[src/verilog/gsr_pkg.sv]
// Package for the global status register bank
package gsr_pkg;
    localparam logic [15:0] ADDR_INPUT_PIN_LEVELS = 16'h0219;
    localparam logic [15:0] ADDR_INTERRUPT_SUMMARY = 16'h021a;
    localparam logic [15:0] ADDR_RESERVED_STATUS = 16'h021b;
    localparam logic [15:0] ADDR_PLL0_CAL_CODE = 16'h021c;
    localparam logic [15:0] ADDR_PLL1_CAL_CODE = 16'h021d;
    localparam logic [15:0] ADDR_BOOT_FAILURE = 16'h021e;
    localparam logic [15:0] ADDR_CONFIG_LOAD = 16'h021f;
    localparam int GPI_WIDTH = 4;
    localparam int CAL_WIDTH = 6;
    localparam int CHECK_OK_BIT = 3;
    localparam int DONE_BIT = 0;
    localparam int FAIL_BIT = 0;
    localparam int IRQ_BIT = 0;
    localparam logic RESET_FLAG = 1'h0;
    localparam logic RESET_CHECK_OK = 1'h1;

    typedef struct packed {
        logic load_fail;
        logic load_done;
        logic crc_error;
    } gsr_load_evt_t;

    typedef struct packed {
        logic [15:0] addr;
        logic rd;
        logic wr;
        logic [7:0] wdata;
    } gsr_req_t;
endpackage : gsr_pkg

[src/verilog/gsr_global_status.sv]
// Global status register bank: pin levels, interrupt summary, load flags
//
// Contract
// - Pin level field shows live level of each GPIO configured as input.
// - Summary bit is 1 exactly when any enabled interrupt status is set.
// - Interrupt pin driven low while summary is 1, released otherwise.
// - Load failure flag set on serial memory read failure; sticks until reset.
// - Active-low check flag reads 0 after CRC failure, else 1.
// - CRC failure locks the serial register port until reset.
// - Load complete flag set when memory read cycle ends; sticks until reset.
// - Each calibration field reports its PLL's present six-bit setting.
module gsr_global_status #(
    parameter int NUM_IRQ = 8
) (
    input wire logic core_clk,
    input wire logic rstn,
    input wire gsr_pkg::gsr_req_t req,
    output logic [7:0] rdata,
    output logic port_locked,
    input wire logic [gsr_pkg::GPI_WIDTH-1:0] gpio_in,
    input wire logic [gsr_pkg::GPI_WIDTH-1:0] gpio_is_input,
    input wire logic [NUM_IRQ-1:0] irq_status,
    input wire logic [NUM_IRQ-1:0] irq_enable,
    input wire gsr_pkg::gsr_load_evt_t load_evt,
    input wire logic [gsr_pkg::CAL_WIDTH-1:0] cal_code_pll0,
    input wire logic [gsr_pkg::CAL_WIDTH-1:0] cal_code_pll1,
    output logic irq_out_n_o,
    output logic irq_out_n_oe
);
    logic load_failure_flag;
    logic load_complete_flag;
    logic config_check_ok;
    logic irq_summary;
    logic next_load_failure_flag;
    logic next_load_complete_flag;
    logic next_config_check_ok;
    logic next_irq_summary;
    logic [7:0] next_rdata;

    // Load flags are sticky until reset, bus writes are ignored; summary follows enabled status each cycle
    always_comb
    begin
        next_load_failure_flag = load_failure_flag | load_evt.load_fail;
        next_load_complete_flag = load_complete_flag | load_evt.load_done;
        next_config_check_ok = config_check_ok & ~load_evt.crc_error;
        next_irq_summary = |(irq_status & irq_enable);
    end

    always_ff @(posedge core_clk)
    begin
        if (!rstn)
        begin
            load_failure_flag <= gsr_pkg::RESET_FLAG;
            load_complete_flag <= gsr_pkg::RESET_FLAG;
            config_check_ok <= gsr_pkg::RESET_CHECK_OK;
            irq_summary <= gsr_pkg::RESET_FLAG;
        end
        else
        begin
            load_failure_flag <= next_load_failure_flag;
            load_complete_flag <= next_load_complete_flag;
            config_check_ok <= next_config_check_ok;
            irq_summary <= next_irq_summary;
        end
    end

    // Port lock follows the failed check until reset
    assign port_locked = ~config_check_ok;

    // Open-drain interrupt pin: output low, enable low means driving
    assign irq_out_n_o = 1'b0;
    assign irq_out_n_oe = ~irq_summary;

    // Read mux; writes have no path into any field
    always_comb
    begin
        next_rdata = 8'h00;
        unique case (req.addr)
            gsr_pkg::ADDR_INPUT_PIN_LEVELS:
                next_rdata[gsr_pkg::GPI_WIDTH-1:0] = gpio_in & gpio_is_input;
            gsr_pkg::ADDR_INTERRUPT_SUMMARY:
                next_rdata[gsr_pkg::IRQ_BIT] = irq_summary;
            gsr_pkg::ADDR_PLL0_CAL_CODE:
                next_rdata[gsr_pkg::CAL_WIDTH-1:0] = cal_code_pll0;
            gsr_pkg::ADDR_PLL1_CAL_CODE:
                next_rdata[gsr_pkg::CAL_WIDTH-1:0] = cal_code_pll1;
            gsr_pkg::ADDR_BOOT_FAILURE:
                next_rdata[gsr_pkg::FAIL_BIT] = load_failure_flag;
            gsr_pkg::ADDR_CONFIG_LOAD:
            begin
                next_rdata[gsr_pkg::DONE_BIT] = load_complete_flag;
                next_rdata[gsr_pkg::CHECK_OK_BIT] = config_check_ok;
            end
            default:
                next_rdata = 8'h00;
        endcase
        if (!req.rd || port_locked)
            next_rdata = 8'h00;
    end

    always_ff @(posedge core_clk)
    begin
        if (!rstn)
            rdata <= 8'h00;
        else
            rdata <= next_rdata;
    end

    logic wr_seen;
    always_ff @(posedge core_clk)
    begin
        if (!rstn)
            wr_seen <= 1'b0;
        else
            wr_seen <= req.wr;
    end

    a_fail_sticky: assert property (
        @(posedge core_clk) disable iff (!rstn)
        load_failure_flag |=> load_failure_flag)
        else $error("load failure flag cleared without reset");

    a_fail_set: assert property (
        @(posedge core_clk) disable iff (!rstn)
        load_evt.load_fail |=> load_failure_flag)
        else $error("load failure flag not set");

    a_fail_quiet: assert property (
        @(posedge core_clk) disable iff (!rstn)
        !load_failure_flag && !load_evt.load_fail |=> !load_failure_flag)
        else $error("load failure flag set with no event");

    a_fail_stays: assert property (
        @(posedge core_clk) disable iff (!rstn)
        load_failure_flag |=> load_failure_flag [*8])
        else $error("load failure flag not held for eight cycles");

    a_done_sticky: assert property (
        @(posedge core_clk) disable iff (!rstn)
        load_evt.load_done |=> load_complete_flag [*2])
        else $error("load complete flag not held");

    a_done_set: assert property (
        @(posedge core_clk) disable iff (!rstn)
        load_evt.load_done |=> load_complete_flag)
        else $error("load complete flag not set");

    a_done_hold: assert property (
        @(posedge core_clk) disable iff (!rstn)
        load_complete_flag |=> load_complete_flag)
        else $error("load complete flag cleared without reset");

    a_done_quiet: assert property (
        @(posedge core_clk) disable iff (!rstn)
        !load_complete_flag && !load_evt.load_done |=> !load_complete_flag)
        else $error("load complete flag set with no event");

    a_done_stays: assert property (
        @(posedge core_clk) disable iff (!rstn)
        load_complete_flag |=> load_complete_flag [*8])
        else $error("load complete flag not held for eight cycles");

    a_crc_low: assert property (
        @(posedge core_clk) disable iff (!rstn)
        load_evt.crc_error |=> !config_check_ok && port_locked)
        else $error("check flag or lock wrong after crc error");

    a_check_hold: assert property (
        @(posedge core_clk) disable iff (!rstn)
        !config_check_ok |=> !config_check_ok)
        else $error("check flag returned high without reset");

    a_check_high: assert property (
        @(posedge core_clk) disable iff (!rstn)
        config_check_ok && !load_evt.crc_error |=> config_check_ok)
        else $error("check flag dropped with no crc error");

    a_check_stays: assert property (
        @(posedge core_clk) disable iff (!rstn)
        !config_check_ok |=> !config_check_ok [*8])
        else $error("check flag not held low for eight cycles");

    a_lock_reads: assert property (
        @(posedge core_clk) disable iff (!rstn)
        port_locked |=> rdata == 8'h00)
        else $error("locked port returned data");

    a_lock_hold: assert property (
        @(posedge core_clk) disable iff (!rstn)
        port_locked |=> port_locked)
        else $error("port lock released without reset");

    a_lock_stays: assert property (
        @(posedge core_clk) disable iff (!rstn)
        port_locked |=> port_locked [*8])
        else $error("port lock not held for eight cycles");

    a_lock_quiet: assert property (
        @(posedge core_clk) disable iff (!rstn)
        !port_locked && !load_evt.crc_error |=> !port_locked)
        else $error("port locked with no crc error");

    a_fail_no_lock: assert property (
        @(posedge core_clk) disable iff (!rstn)
        load_evt.load_fail && !load_evt.crc_error && !port_locked
        |=> !port_locked)
        else $error("load failure alone locked the port");

    a_done_no_lock: assert property (
        @(posedge core_clk) disable iff (!rstn)
        load_evt.load_done && !load_evt.crc_error && !port_locked
        |=> !port_locked)
        else $error("load completion alone locked the port");

    a_irq_pin: assert property (
        @(posedge core_clk) disable iff (!rstn)
        (|(irq_status & irq_enable)) |=> !irq_out_n_oe)
        else $error("interrupt pin not driven");

    a_irq_drive_low: assert property (
        @(posedge core_clk) disable iff (!rstn)
        !irq_out_n_oe |-> !irq_out_n_o)
        else $error("interrupt pin driven high");

    a_irq_pin_low: assert property (
        @(posedge core_clk) disable iff (!rstn)
        irq_summary |-> !irq_out_n_oe && !irq_out_n_o)
        else $error("interrupt pin not low while summary set");

    a_irq_let_go: assert property (
        @(posedge core_clk) disable iff (!rstn)
        !irq_summary |-> irq_out_n_oe)
        else $error("interrupt pin held with summary clear");

    a_irq_release: assert property (
        @(posedge core_clk) disable iff (!rstn)
        !(|(irq_status & irq_enable)) |=> irq_out_n_oe && !irq_summary)
        else $error("interrupt summary set with no enabled status");

    a_irq_summary_set: assert property (
        @(posedge core_clk) disable iff (!rstn)
        (|(irq_status & irq_enable)) |=> irq_summary)
        else $error("interrupt summary not set");

    a_irq_disabled: assert property (
        @(posedge core_clk) disable iff (!rstn)
        irq_enable == '0 |=> !irq_summary)
        else $error("interrupt summary set with all sources disabled");

    a_irq_read: assert property (
        @(posedge core_clk) disable iff (!rstn)
        req.rd && !port_locked && req.addr == gsr_pkg::ADDR_INTERRUPT_SUMMARY
        |=> rdata == {7'h00, $past(irq_summary)})
        else $error("interrupt summary read mismatch");

    a_gpi_read: assert property (
        @(posedge core_clk) disable iff (!rstn)
        req.rd && !port_locked && req.addr == gsr_pkg::ADDR_INPUT_PIN_LEVELS
        |=> rdata == {4'h0, $past(gpio_in & gpio_is_input)})
        else $error("pin level read mismatch");

    a_gpi_masked: assert property (
        @(posedge core_clk) disable iff (!rstn)
        req.rd && req.addr == gsr_pkg::ADDR_INPUT_PIN_LEVELS
        && gpio_is_input == '0 |=> rdata == 8'h00)
        else $error("pin level shown for pin not configured as input");

    a_cal_read: assert property (
        @(posedge core_clk) disable iff (!rstn)
        req.rd && !port_locked && req.addr == gsr_pkg::ADDR_PLL1_CAL_CODE
        |=> rdata == {2'h0, $past(cal_code_pll1)})
        else $error("calibration read mismatch");

    a_cal0_read: assert property (
        @(posedge core_clk) disable iff (!rstn)
        req.rd && !port_locked && req.addr == gsr_pkg::ADDR_PLL0_CAL_CODE
        |=> rdata == {2'h0, $past(cal_code_pll0)})
        else $error("first calibration read mismatch");

    a_fail_read: assert property (
        @(posedge core_clk) disable iff (!rstn)
        req.rd && !port_locked && req.addr == gsr_pkg::ADDR_BOOT_FAILURE
        |=> rdata == {7'h00, $past(load_failure_flag)})
        else $error("load failure read mismatch");

    a_load_read: assert property (
        @(posedge core_clk) disable iff (!rstn)
        req.rd && !port_locked && req.addr == gsr_pkg::ADDR_CONFIG_LOAD
        |=> rdata == {4'h0, $past(config_check_ok), 2'h0,
        $past(load_complete_flag)})
        else $error("load status read mismatch");

    a_rsvd_read: assert property (
        @(posedge core_clk) disable iff (!rstn)
        req.rd && req.addr == gsr_pkg::ADDR_RESERVED_STATUS
        |=> rdata == 8'h00)
        else $error("reserved register read not zero");

    a_unmapped_read: assert property (
        @(posedge core_clk) disable iff (!rstn)
        req.rd && (req.addr < gsr_pkg::ADDR_INPUT_PIN_LEVELS
        || req.addr > gsr_pkg::ADDR_CONFIG_LOAD) |=> rdata == 8'h00)
        else $error("unmapped address read not zero");

    a_write_quiet: assert property (
        @(posedge core_clk) disable iff (!rstn)
        req.wr && !req.rd |=> rdata == 8'h00)
        else $error("write cycle returned read data");

    a_write_inert: assert property (
        @(posedge core_clk) disable iff (!rstn)
        wr_seen && !$past(load_evt.load_fail) |-> $stable(load_failure_flag))
        else $error("write changed status flag");

    a_write_done: assert property (
        @(posedge core_clk) disable iff (!rstn)
        wr_seen && !$past(load_evt.load_done)
        |-> $stable(load_complete_flag))
        else $error("write changed load complete flag");

    a_write_check: assert property (
        @(posedge core_clk) disable iff (!rstn)
        wr_seen && !$past(load_evt.crc_error) |-> $stable(config_check_ok))
        else $error("write changed check flag");
endmodule : gsr_global_status

[config.mk]
export PLATFORM = sky130hd
export DESIGN_NAME = gsr_global_status
export DESIGN_NICKNAME = d
export VERILOG_FILES = /design/src/verilog/gsr_pkg.sv /design/src/verilog/gsr_global_status.sv
export SDC_FILE = /design/constraint.sdc
export NUM_CORES = 1
export LEC_CHECK = 0
export BUFFER_PORTS_ARGS = -buffer_cell sky130_fd_sc_hd__buf_2
export CAP_MARGIN = 0
export CORE_MARGIN = 2
export CORE_UTILIZATION = 33
export DETAILED_ROUTE_END_ITERATION = 8
export PLACE_DENSITY_LB_ADDON = 0.2
export SLEW_MARGIN = 10
export SYNTH_ARGS = -nofsm -noshare
export SYNTH_HDL_FRONTEND = slang
export SYNTH_SLANG_ARGS = --single-unit
[constraint.sdc]
create_clock -name core_clk -period 3 [get_ports core_clk]
set_input_delay 0.15 -clock core_clk [delete_from_list [all_inputs] [get_ports core_clk]]
set_output_delay 0.15 -clock core_clk [all_outputs]
set_load 0.01 [all_outputs]
Word-level counts from Yosys, hierarchy flattened --
Cells that the tools add are included.
Cells by class: equal/unequal tests 6, multiplexer cells 4, bitwise operators 9, reductions and logical operators 4
Operator list (count):
- == test 16 x 10 -> 1 bit (second input constant) | 6
- bitwise AND 8 bit | 1
- OR reduction 8 bit | 1
- case mux 1 bit (6 select lines) | 1
- case mux 2 bit (3 select lines) | 1
- bitwise AND 4 bit | 1
- inverter 1 bit | 4
- case mux 1 bit (4 select lines) | 1
- case mux 2 bit (2 select lines) | 1
- bitwise OR 1 bit | 2
- OR reduction 2 bit | 1
- bitwise AND 1 bit | 1
- zero test 1 bit | 1
- logical OR 1 bit | 1
Word-level totals: register bits 12, input port bits 67, output and inout bits 11, logic and storage cells 29

Logic depth before layout (Yosys ltp) --
Gate-level depths: netlist of run 1.
word-level depth 3, gate-level depth with buffers 4, mapped depth without buffers 3

Worst setup path after synthesis of run 1 --
OpenSTA, ideal clock, no wires.
path kind register to register, start register config_check_ok, end register rdata[4], setup time 0.096 ns, arrival 0.894 ns, data required time 2.904 ns, setup slack 2.010 ns, cell stages (with the launch flop) 4, buffers on the path 0, period minus slack after synthesis 0.990 ns, cells stage by stage dfxtp_1 > and4b_1 > nand4_2 > nor4b_1
On the way: cells in the longest elaborated chain, start to end 3
Ends and longest elaborated chain:
- start, declared | line gsr_global_status.sv:32 | logic config_check_ok;
- start signal, assigned | line gsr_global_status.sv:55 | config_check_ok <= gsr_pkg::RESET_CHECK_OK;
- start signal, assigned | line gsr_global_status.sv:62 | config_check_ok <= next_config_check_ok;
- inverter 1 bit | line gsr_global_status.sv:68 | assign port_locked = ~config_check_ok;
- logical OR 1 bit | line gsr_global_status.sv:97 | if (!req.rd || port_locked)
- OR reduction 2 bit (no line)
- end signal, assigned | line gsr_global_status.sv:106 | rdata <= next_rdata;
- end, declared | line gsr_global_status.sv:18 | output logic [7:0] rdata,
Every way passes these cells. A chain may end at the register's enable or synchronous reset.

Final worst setup path of run 1 --
Same ends and word-level chain as after synthesis.

==> results.py, run 1 <==
metrics = {
    "cts": {
        "cts_hold_buf": 0,
        "cts_resized": 0,
        "clk_pin_slew_ns": 0.06,
        "cts_buffers": 3,
        "tritoncts_num_sinks": 10,
        "postCtsSetupRepairBufs": 0,
        "cts_tree": "done",
        "clockRootBuffer": "clkbuf_4",
        "cts_buffer_depth": 2,
        "htree_levels": 1,
        "clock_latency_ns": 0.26,
    },
    "power": {
        "power_density_nw_per_um2": 316,
        "combPwrFrac_pct": 24.1,
        "p_leak_uw": 0.000512,
        "p_seq_share_pct": 46.3,
        "p_sw_uw": 73.7,
        "peakVddDrop_v": 0.000217,
        "p_int_uw": 226,
        "p_total_uw": 300,
        "p_clk_share_pct": 29.6,
        "swShare_pct": 24.6,
    },
    "logic_synthesis": {
        "synth-seq-area-share_pct": 33.4,
        "synth_area_leaders": "dfxtp_1 33%, mux2i_1 5.0%, a22oi_1 5.0%",
        "synth_seq_cells": 10,
        "ys_warn_count": 0,
        "netlist_instances": 63,
        "yosysTopAreaCellShare_pct": 33.4,
        "syn_area_um2": 599,
        "syn_area_per_cell_um2": 9.51,
        "netlist.top_cell.by_area": "dfxtp_1",
        "yosysUniqueCellTypes": 29,
    },
    "place": {
        "gp_congestion": 0.624,
        "dp_hpwl_mm": 1.37,
        "placed_area_um2": 927,
        "pre_cts_ws_ns": 1.83,
        "port_buffers": 65,
    },
    "timing": {
        "period_share_pct": 36.6,
        "setup_tns_ns": 0,
        "fmax_mhz": 911,
        "hold_viol_final": 0,
        "fin_crit_ns": 1.10,
        "finalMaxSlewViolations": 0,
        "setup_ws_ns": 1.90,
        "fin_skew_ns": 0.00333,
        "rsz0062_at_grt": "no",
        "setup_viol": 0,
    },
    "critical_path": {
        "start_kind": "register",
        "cp_slowest_cell": "dfxtp_1",
        "crit_arrival_ns": 1.27,
        "timing.critical_path.cells": "and4b_1 > nand4_2 > nor4b_1",
        "cp-end-kind": "register",
        "path_delay_family": "simple AND/OR/NAND/NOR gates",
        "crit_type": "reg -> reg",
        "cpPeakStageDelay_ns": 0.34,
        "critPathMaxFanout": 6,
        "crit_required_ns": 3.17,
        "crit_buf_inv": 0,
    },
    "routing": {
        "dr.pass1.iters": 3,
        "postRouteAntennaNets": 0,
        "drt_wl_total_mm": 1.60,
        "vias": 732,
        "post_drt_via_cell_ratio": 4.82,
        "wire_per_inst_um": 10.5,
        "remaining_drc_errors": 0,
        "first_iter_violations": 3,
    },
    "die": {
        "die_w_um": 46.6,
        "coreArea_um2": 1710,
        "dieArea_um2": 2170,
        "chipHeight_um": 46.6,
        "rows": 15,
        "ioPinCount": 78,
        "initial_core_util_pct": 35.1,
    },
    "run_status": {
        "status": "completed",
    },
    "flow_run": {
        "maxCapViolCount": 0,
    },
    "global_routing": {
        "grt_pass1_wl_mm": 2.25,
        "grt_overflow": 0,
        "grt_pass1_vias": 630,
        "grt_usage_pct": 15.0,
        "grt_start_max_net_pins": 16,
        "antenna_found_initial": 0,
    },
    "final_layout": {
        "drive_gt1_share_pct": 58.3,
        "synthToLayoutAreaGrowth_pct": 58.5,
        "diodes": 0,
        "nets": 196,
        "design_area_um2": 950,
    },
    "min_path": {
        "hp-class": "in -> reg",
    },
}
==> power groups by stage <==
| stage | logic (µW) | registers (µW) | clock network [µW] |
|---|---|---|---|
| final | 72.3 | 139 | 88.8 |
| after global routing | 80.9 | 139 | 97.9 |
| after CTS | 73.3 | 139 | 93.3 |
| after detailed placement | 73.1 | 142 | 0 |
| after global placement | 70.8 | 142 | 0 |
| after floorplan | 33.1 | 141 | 0 |
==> placed cells by master, fill, tap and decap left out, types with 3 or more instances in the layout <==
cell | synthesis | layout
buf_2 | 2 | 65
dfxtp_1 | 10 | 10
nor2_1 | 5 | 5
a22oi_1 | 4 | 4
inv_1 | 3 | 3
o21ai_0 | 3 | 3
nand3b_1 | 3 | 3
mux2i_1 | 3 | 3
conb_1 | 1 | 3
clkbuf_4 | 0 | 3
==> flip-flops by register name, summed over array words and instances (netlist names) <==
| register | flops |
|---|---|
| config_check_ok | 1 |
| irq_summary | 1 |
| load_complete_flag | 1 |
| load_failure_flag | 1 |
| rdata | 6 |
==> layer usage <==
metal  track usage (%)  vias to the layer above  share of wire [%]
met5                 0                        -                  0
met4              5.00                        0                1.1
met3              6.67                        2                9.8
met2              30.0                       37                 56
met1              12.6                      331                 33
li1                  -                      362                  -
==> metrics by stage <==
| stage | hold WS (ns) | util, % | instances |
|---|---|---|---|
| after global routing | 0.0630 | 55.6 | 152 |
| after CTS | 0.0591 | 55.6 | 152 |
| after global placement | 0.337 | 54.3 | 149 |
| after detailed placement | 0.339 | 54.3 | 149 |
| final | 0.0644 | 55.6 | 152 |
| after floorplan | 0.226 | - | 65 |
==> worst paths after layout <==
kind                            from                  to  slack [ns]  cells after the start
setup reg to reg     config_check_ok            rdata[4]        1.90                      3
setup / recovery     config_check_ok            rdata[4]        1.90                      3
hold / removal           load_evt[0]     config_check_ok        0.06                      2
hold reg to reg   load_complete_flag  load_complete_flag        0.47                      2
==> synthesized netlist by cell type <==
| cell | instances |
|---|---|
| nand4_1 | 1 |
| a21oi_1 | 1 |
| nand3_1 | 2 |
| nor4b_1 | 2 |
| nand4_2 | 1 |
| mux2_2 | 1 |
| nor4b_2 | 2 |
| nor3_1 | 1 |
| and4b_1 | 2 |
| a41oi_1 | 1 |
| dfxtp_1 | 10 |
| o21ai_0 | 3 |
| inv_1 | 3 |
| a211oi_1 | 2 |
| nor4b_4 | 1 |
| and2_1 | 2 |
| conb_1 | 1 |
| o211ai_1 | 1 |
| a22oi_1 | 4 |
| nand4b_1 | 1 |
| clkbuf_1 | 1 |
| and3b_1 | 2 |
| buf_2 | 2 |
| nand3b_1 | 3 |
| buf_4 | 3 |
| mux2i_1 | 3 |
| o211a_1 | 1 |
| a21bo_2 | 1 |
| nor2_1 | 5 |
==> cell type report <==
| type | instances | area [µm²] |
|---|---|---|
| inverters | 3 | 11.3 |
| clock buffers | 3 | 22.5 |
| fillers | 167 | 758 |
| repair buffers | 65 | 325 |
| multi-input cells | 46 | 359 |
| well taps | 25 | 31.3 |
| flip-flops and latches | 10 | 200 |
==> cell families (layout without fill, tap and decap cells) <==
logic type | count (synthesis) | count (layout) | share of synthesized area, %
simple gates | 25 | 25 | 34.2
other cells | 1 | 3 | 0.626
buf+inv | 9 | 71 | 7.93
flops | 10 | 10 | 33.4
mux | 4 | 4 | 6.89
compound gates | 14 | 14 | 16.9
Note: power is estimated with default switching activity, not from simulation.
==> run 2, diff against run 1 <==
--- a/config.mk
+++ b/config.mk
@@ -5,10 +5,11 @@
 export SDC_FILE = /design/constraint.sdc
 export NUM_CORES = 1
 export LEC_CHECK = 0
+export ABC_AREA = 1
 export BUFFER_PORTS_ARGS = -buffer_cell sky130_fd_sc_hd__buf_2
 export CAP_MARGIN = 0
 export CORE_MARGIN = 2
-export CORE_UTILIZATION = 33
+export CORE_UTILIZATION = 30
 export DETAILED_ROUTE_END_ITERATION = 8
 export PLACE_DENSITY_LB_ADDON = 0.2
 export SLEW_MARGIN = 10
==> constraint.sdc (replaced) <==
create_clock -name core_clk -period 1 [get_ports core_clk]
set_input_delay 0.05 -clock core_clk [delete_from_list [all_inputs] [get_ports core_clk]]
set_output_delay 0.05 -clock core_clk [all_outputs]
set_load 0.01 [all_outputs]
==> run 2 against run 1 <==
Compared with the run above:
- sequential power grew to 3.0 times the previous value
- utilization shrank 4.1 points
- cell count grew 41%
- combinational power grew to 2.9 times the previous value
- die area grew 24%
- highest routed layer is now met3
- wire length grew 16%
- global-route usage shrank 0.23 points
- critical path type is now in -> reg
- synthesized cell count grew 81%
- power grew to 3.3 times the previous value
- clock skew grew 0.0031 ns
- clock power grew to 4.0 times the previous value
- hold slack lost 0.017 ns
==> results.py, run 2 <==
metrics = {
    "run_status": {
        "status": "completed",
    },
    "power": {
        "p_total_uw": 986,
        "peakVddDrop_v": 0.000757,
        "p_leak_uw": 0.000623,
        "power_density_nw_per_um2": 874,
    },
    "routing": {
        "remaining_drc_errors": 0,
        "first_iter_violations": 6,
        "dr.pass1.iters": 4,
        "post_drt_via_cell_ratio": 4.39,
        "vias": 943,
        "postRouteAntennaNets": 0,
        "drt_wl_total_mm": 1.85,
        "wire_per_inst_um": 8.60,
    },
    "place": {
        "dp_hpwl_mm": 1.60,
        "pre_cts_ws_ns": -0.00436,
        "gp_congestion": 0.718,
        "port_buffers": 65,
    },
    "min_path": {
        "hp-class": "in -> reg",
        "whs_path_depth": 3,
    },
    "timing": {
        "setup_ws_ns": 0.0703,
        "setup_tns_ns": 0,
        "hold_ws_ns": 0.0471,
        "period_share_pct": 93.0,
        "hold_viol_final": 0,
        "finalMaxSlewViolations": 0,
        "fmax_mhz": 1080,
        "fin_skew_ns": 0.00639,
        "rsz0062_at_grt": "no",
        "setup_viol": 0,
        "fin_crit_ns": 0.930,
    },
    "final_layout": {
        "fillers": 243,
        "drive_gt1_share_pct": 44.4,
        "diodes": 0,
        "largest-register": "rdata",
        "final_common_cell": "buf_2",
        "nets": 255,
        "synthToLayoutAreaGrowth_pct": 63.5,
        "fin_util_pct": 51.5,
        "largest_reg_flops": 6,
        "mostFrequentLayoutCells": "65 x buf_2, 33 x nand2_1, 22 x nor2_1, 14 x nand3_1, 10 x dfxtp_1",
    },
    "global_routing": {
        "grt_usage_pct": 14.7,
        "grt_start_max_net_pins": 11,
        "grt_overflow": 0,
        "grt_pass1_vias": 840,
        "antenna_found_initial": 0,
        "grt_pass1_wl_mm": 3.06,
    },
    "logic_synthesis": {
        "synth-seq-area-share_pct": 29.0,
        "yosysUniqueCellTypes": 18,
        "ys_warn_count": 0,
        "synth_top_cells_by_count": "33 x nand2_1, 22 x nor2_1, 14 x nand3_1",
        "synth_seq_cells": 10,
        "synth_edf_count": 0,
        "synth_ff_type": "dfxtp_1",
        "async_flop_share_pct": 0,
        "synth.most_common_cell": "nand2_1",
        "syn_area_per_cell_um2": 6.05,
        "syn_area_um2": 689,
        "netlist_instances": 114,
        "yosysTopAreaCellShare_pct": 29.0,
        "synth_area_leaders": "dfxtp_1 29%, nand2_1 18%, nor2_1 12%",
        "netlist.top_cell.by_area": "dfxtp_1",
    },
    "cts": {
        "cts_buffers": 3,
        "cts_buffer_depth": 2,
        "tritoncts_num_sinks": 10,
        "clk_pin_slew_ns": 0.07,
        "clockRootBuffer": "clkbuf_4",
        "cts_resized": 0,
        "clock_latency_ns": 0.26,
        "htree_levels": 1,
        "cts_tree": "done",
        "postCtsSetupRepairBufs": 0,
    },
    "die": {
        "die_w_um": 51.9,
        "initial_core_util_pct": 31.5,
        "rows": 17,
        "coreArea_um2": 2190,
        "dieArea_um2": 2700,
        "ioPinCount": 78,
        "chipHeight_um": 51.9,
    },
    "critical_path": {
        "cp-end-kind": "register",
        "crit_required_ns": 1.17,
        "rr_worst_depth": 4,
        "critPathMaxFanout": 4,
        "crit_type": "in -> reg",
        "crit_arrival_ns": 1.10,
        "start_kind": "input port",
    },
    "flow_run": {
        "maxCapViolCount": 0,
    },
}
## run 2: what timing repair did
item,in CTS,in global routing
hold endpoints to repair,3,0
endpoints found under the setup margin,0,0
hold buffers,4,0
## run 2: through the flow
step / std cells / cell area (µm²)
5_1_grt: 215 / 1130
3_5_place_dp: 207 / 1050
4_1_cts: 215 / 1130
6_report: 215 / 1130
2_1_floorplan: 116 / 697
3_3_place_gp: 207 / 1050
## run 2: area by class of cell
class	count	area [µm²]	share of cell area (%)
flip-flops and latches	10	200	17.8
well taps	28	35.0	3.11
clock buffers	4	36.3	3.22
inverters	11	41.3	3.66
multi-input cells	91	422	37.4
repair buffers	71	393	34.9
## run 2: final timing paths
kind	startpoint	end	slack (ns)
worst min-delay path	cal_code_pll1[5]	rdata[5]	0.05
worst max-delay path	rstn	rdata[1]	0.07
worst min register to register	load_failure_flag	load_failure_flag	0.47
worst max register to register	config_check_ok	rdata[1]	0.16
## run 2: logic make-up (layout without fill, tap and decap cells)
kind of cell | after synthesis | after routing | share of synthesized area [%]
AOI/OAI and AO/OA | 4 | 4 | 3.45
other | 1 | 3 | 0.544
and+or+nand+nor | 84 | 84 | 56.1
buffers and inverters | 15 | 86 | 10.9
DFF | 10 | 10 | 29.0
## run 2: per-layer routing
layer  up-vias  part of all wire (%)  routed length [µm]  GRT usage [%]
met5         -                     0                   0              0
met4         0                     0                   0           1.32
met3         0                    13                 244           6.03
met2        52                    48                 893           28.3
met1       397                    38                 711           15.2
li1        494                     -                   -              -
## run 2: power breakdown
group / total [µW] / switching, µW / internal (µW)
sequential: 417 / 6.66 / 410
clock: 358 / 137 / 221
combinational: 211 / 90.7 / 121
## run 2: critical path: stages
cell	delay, ns
dlygate4sd3_1	0.54
buf_2	0.14
nand3_1	0.16
inv_1	0.08
nand2_1	0.09
nor2_1	0.05
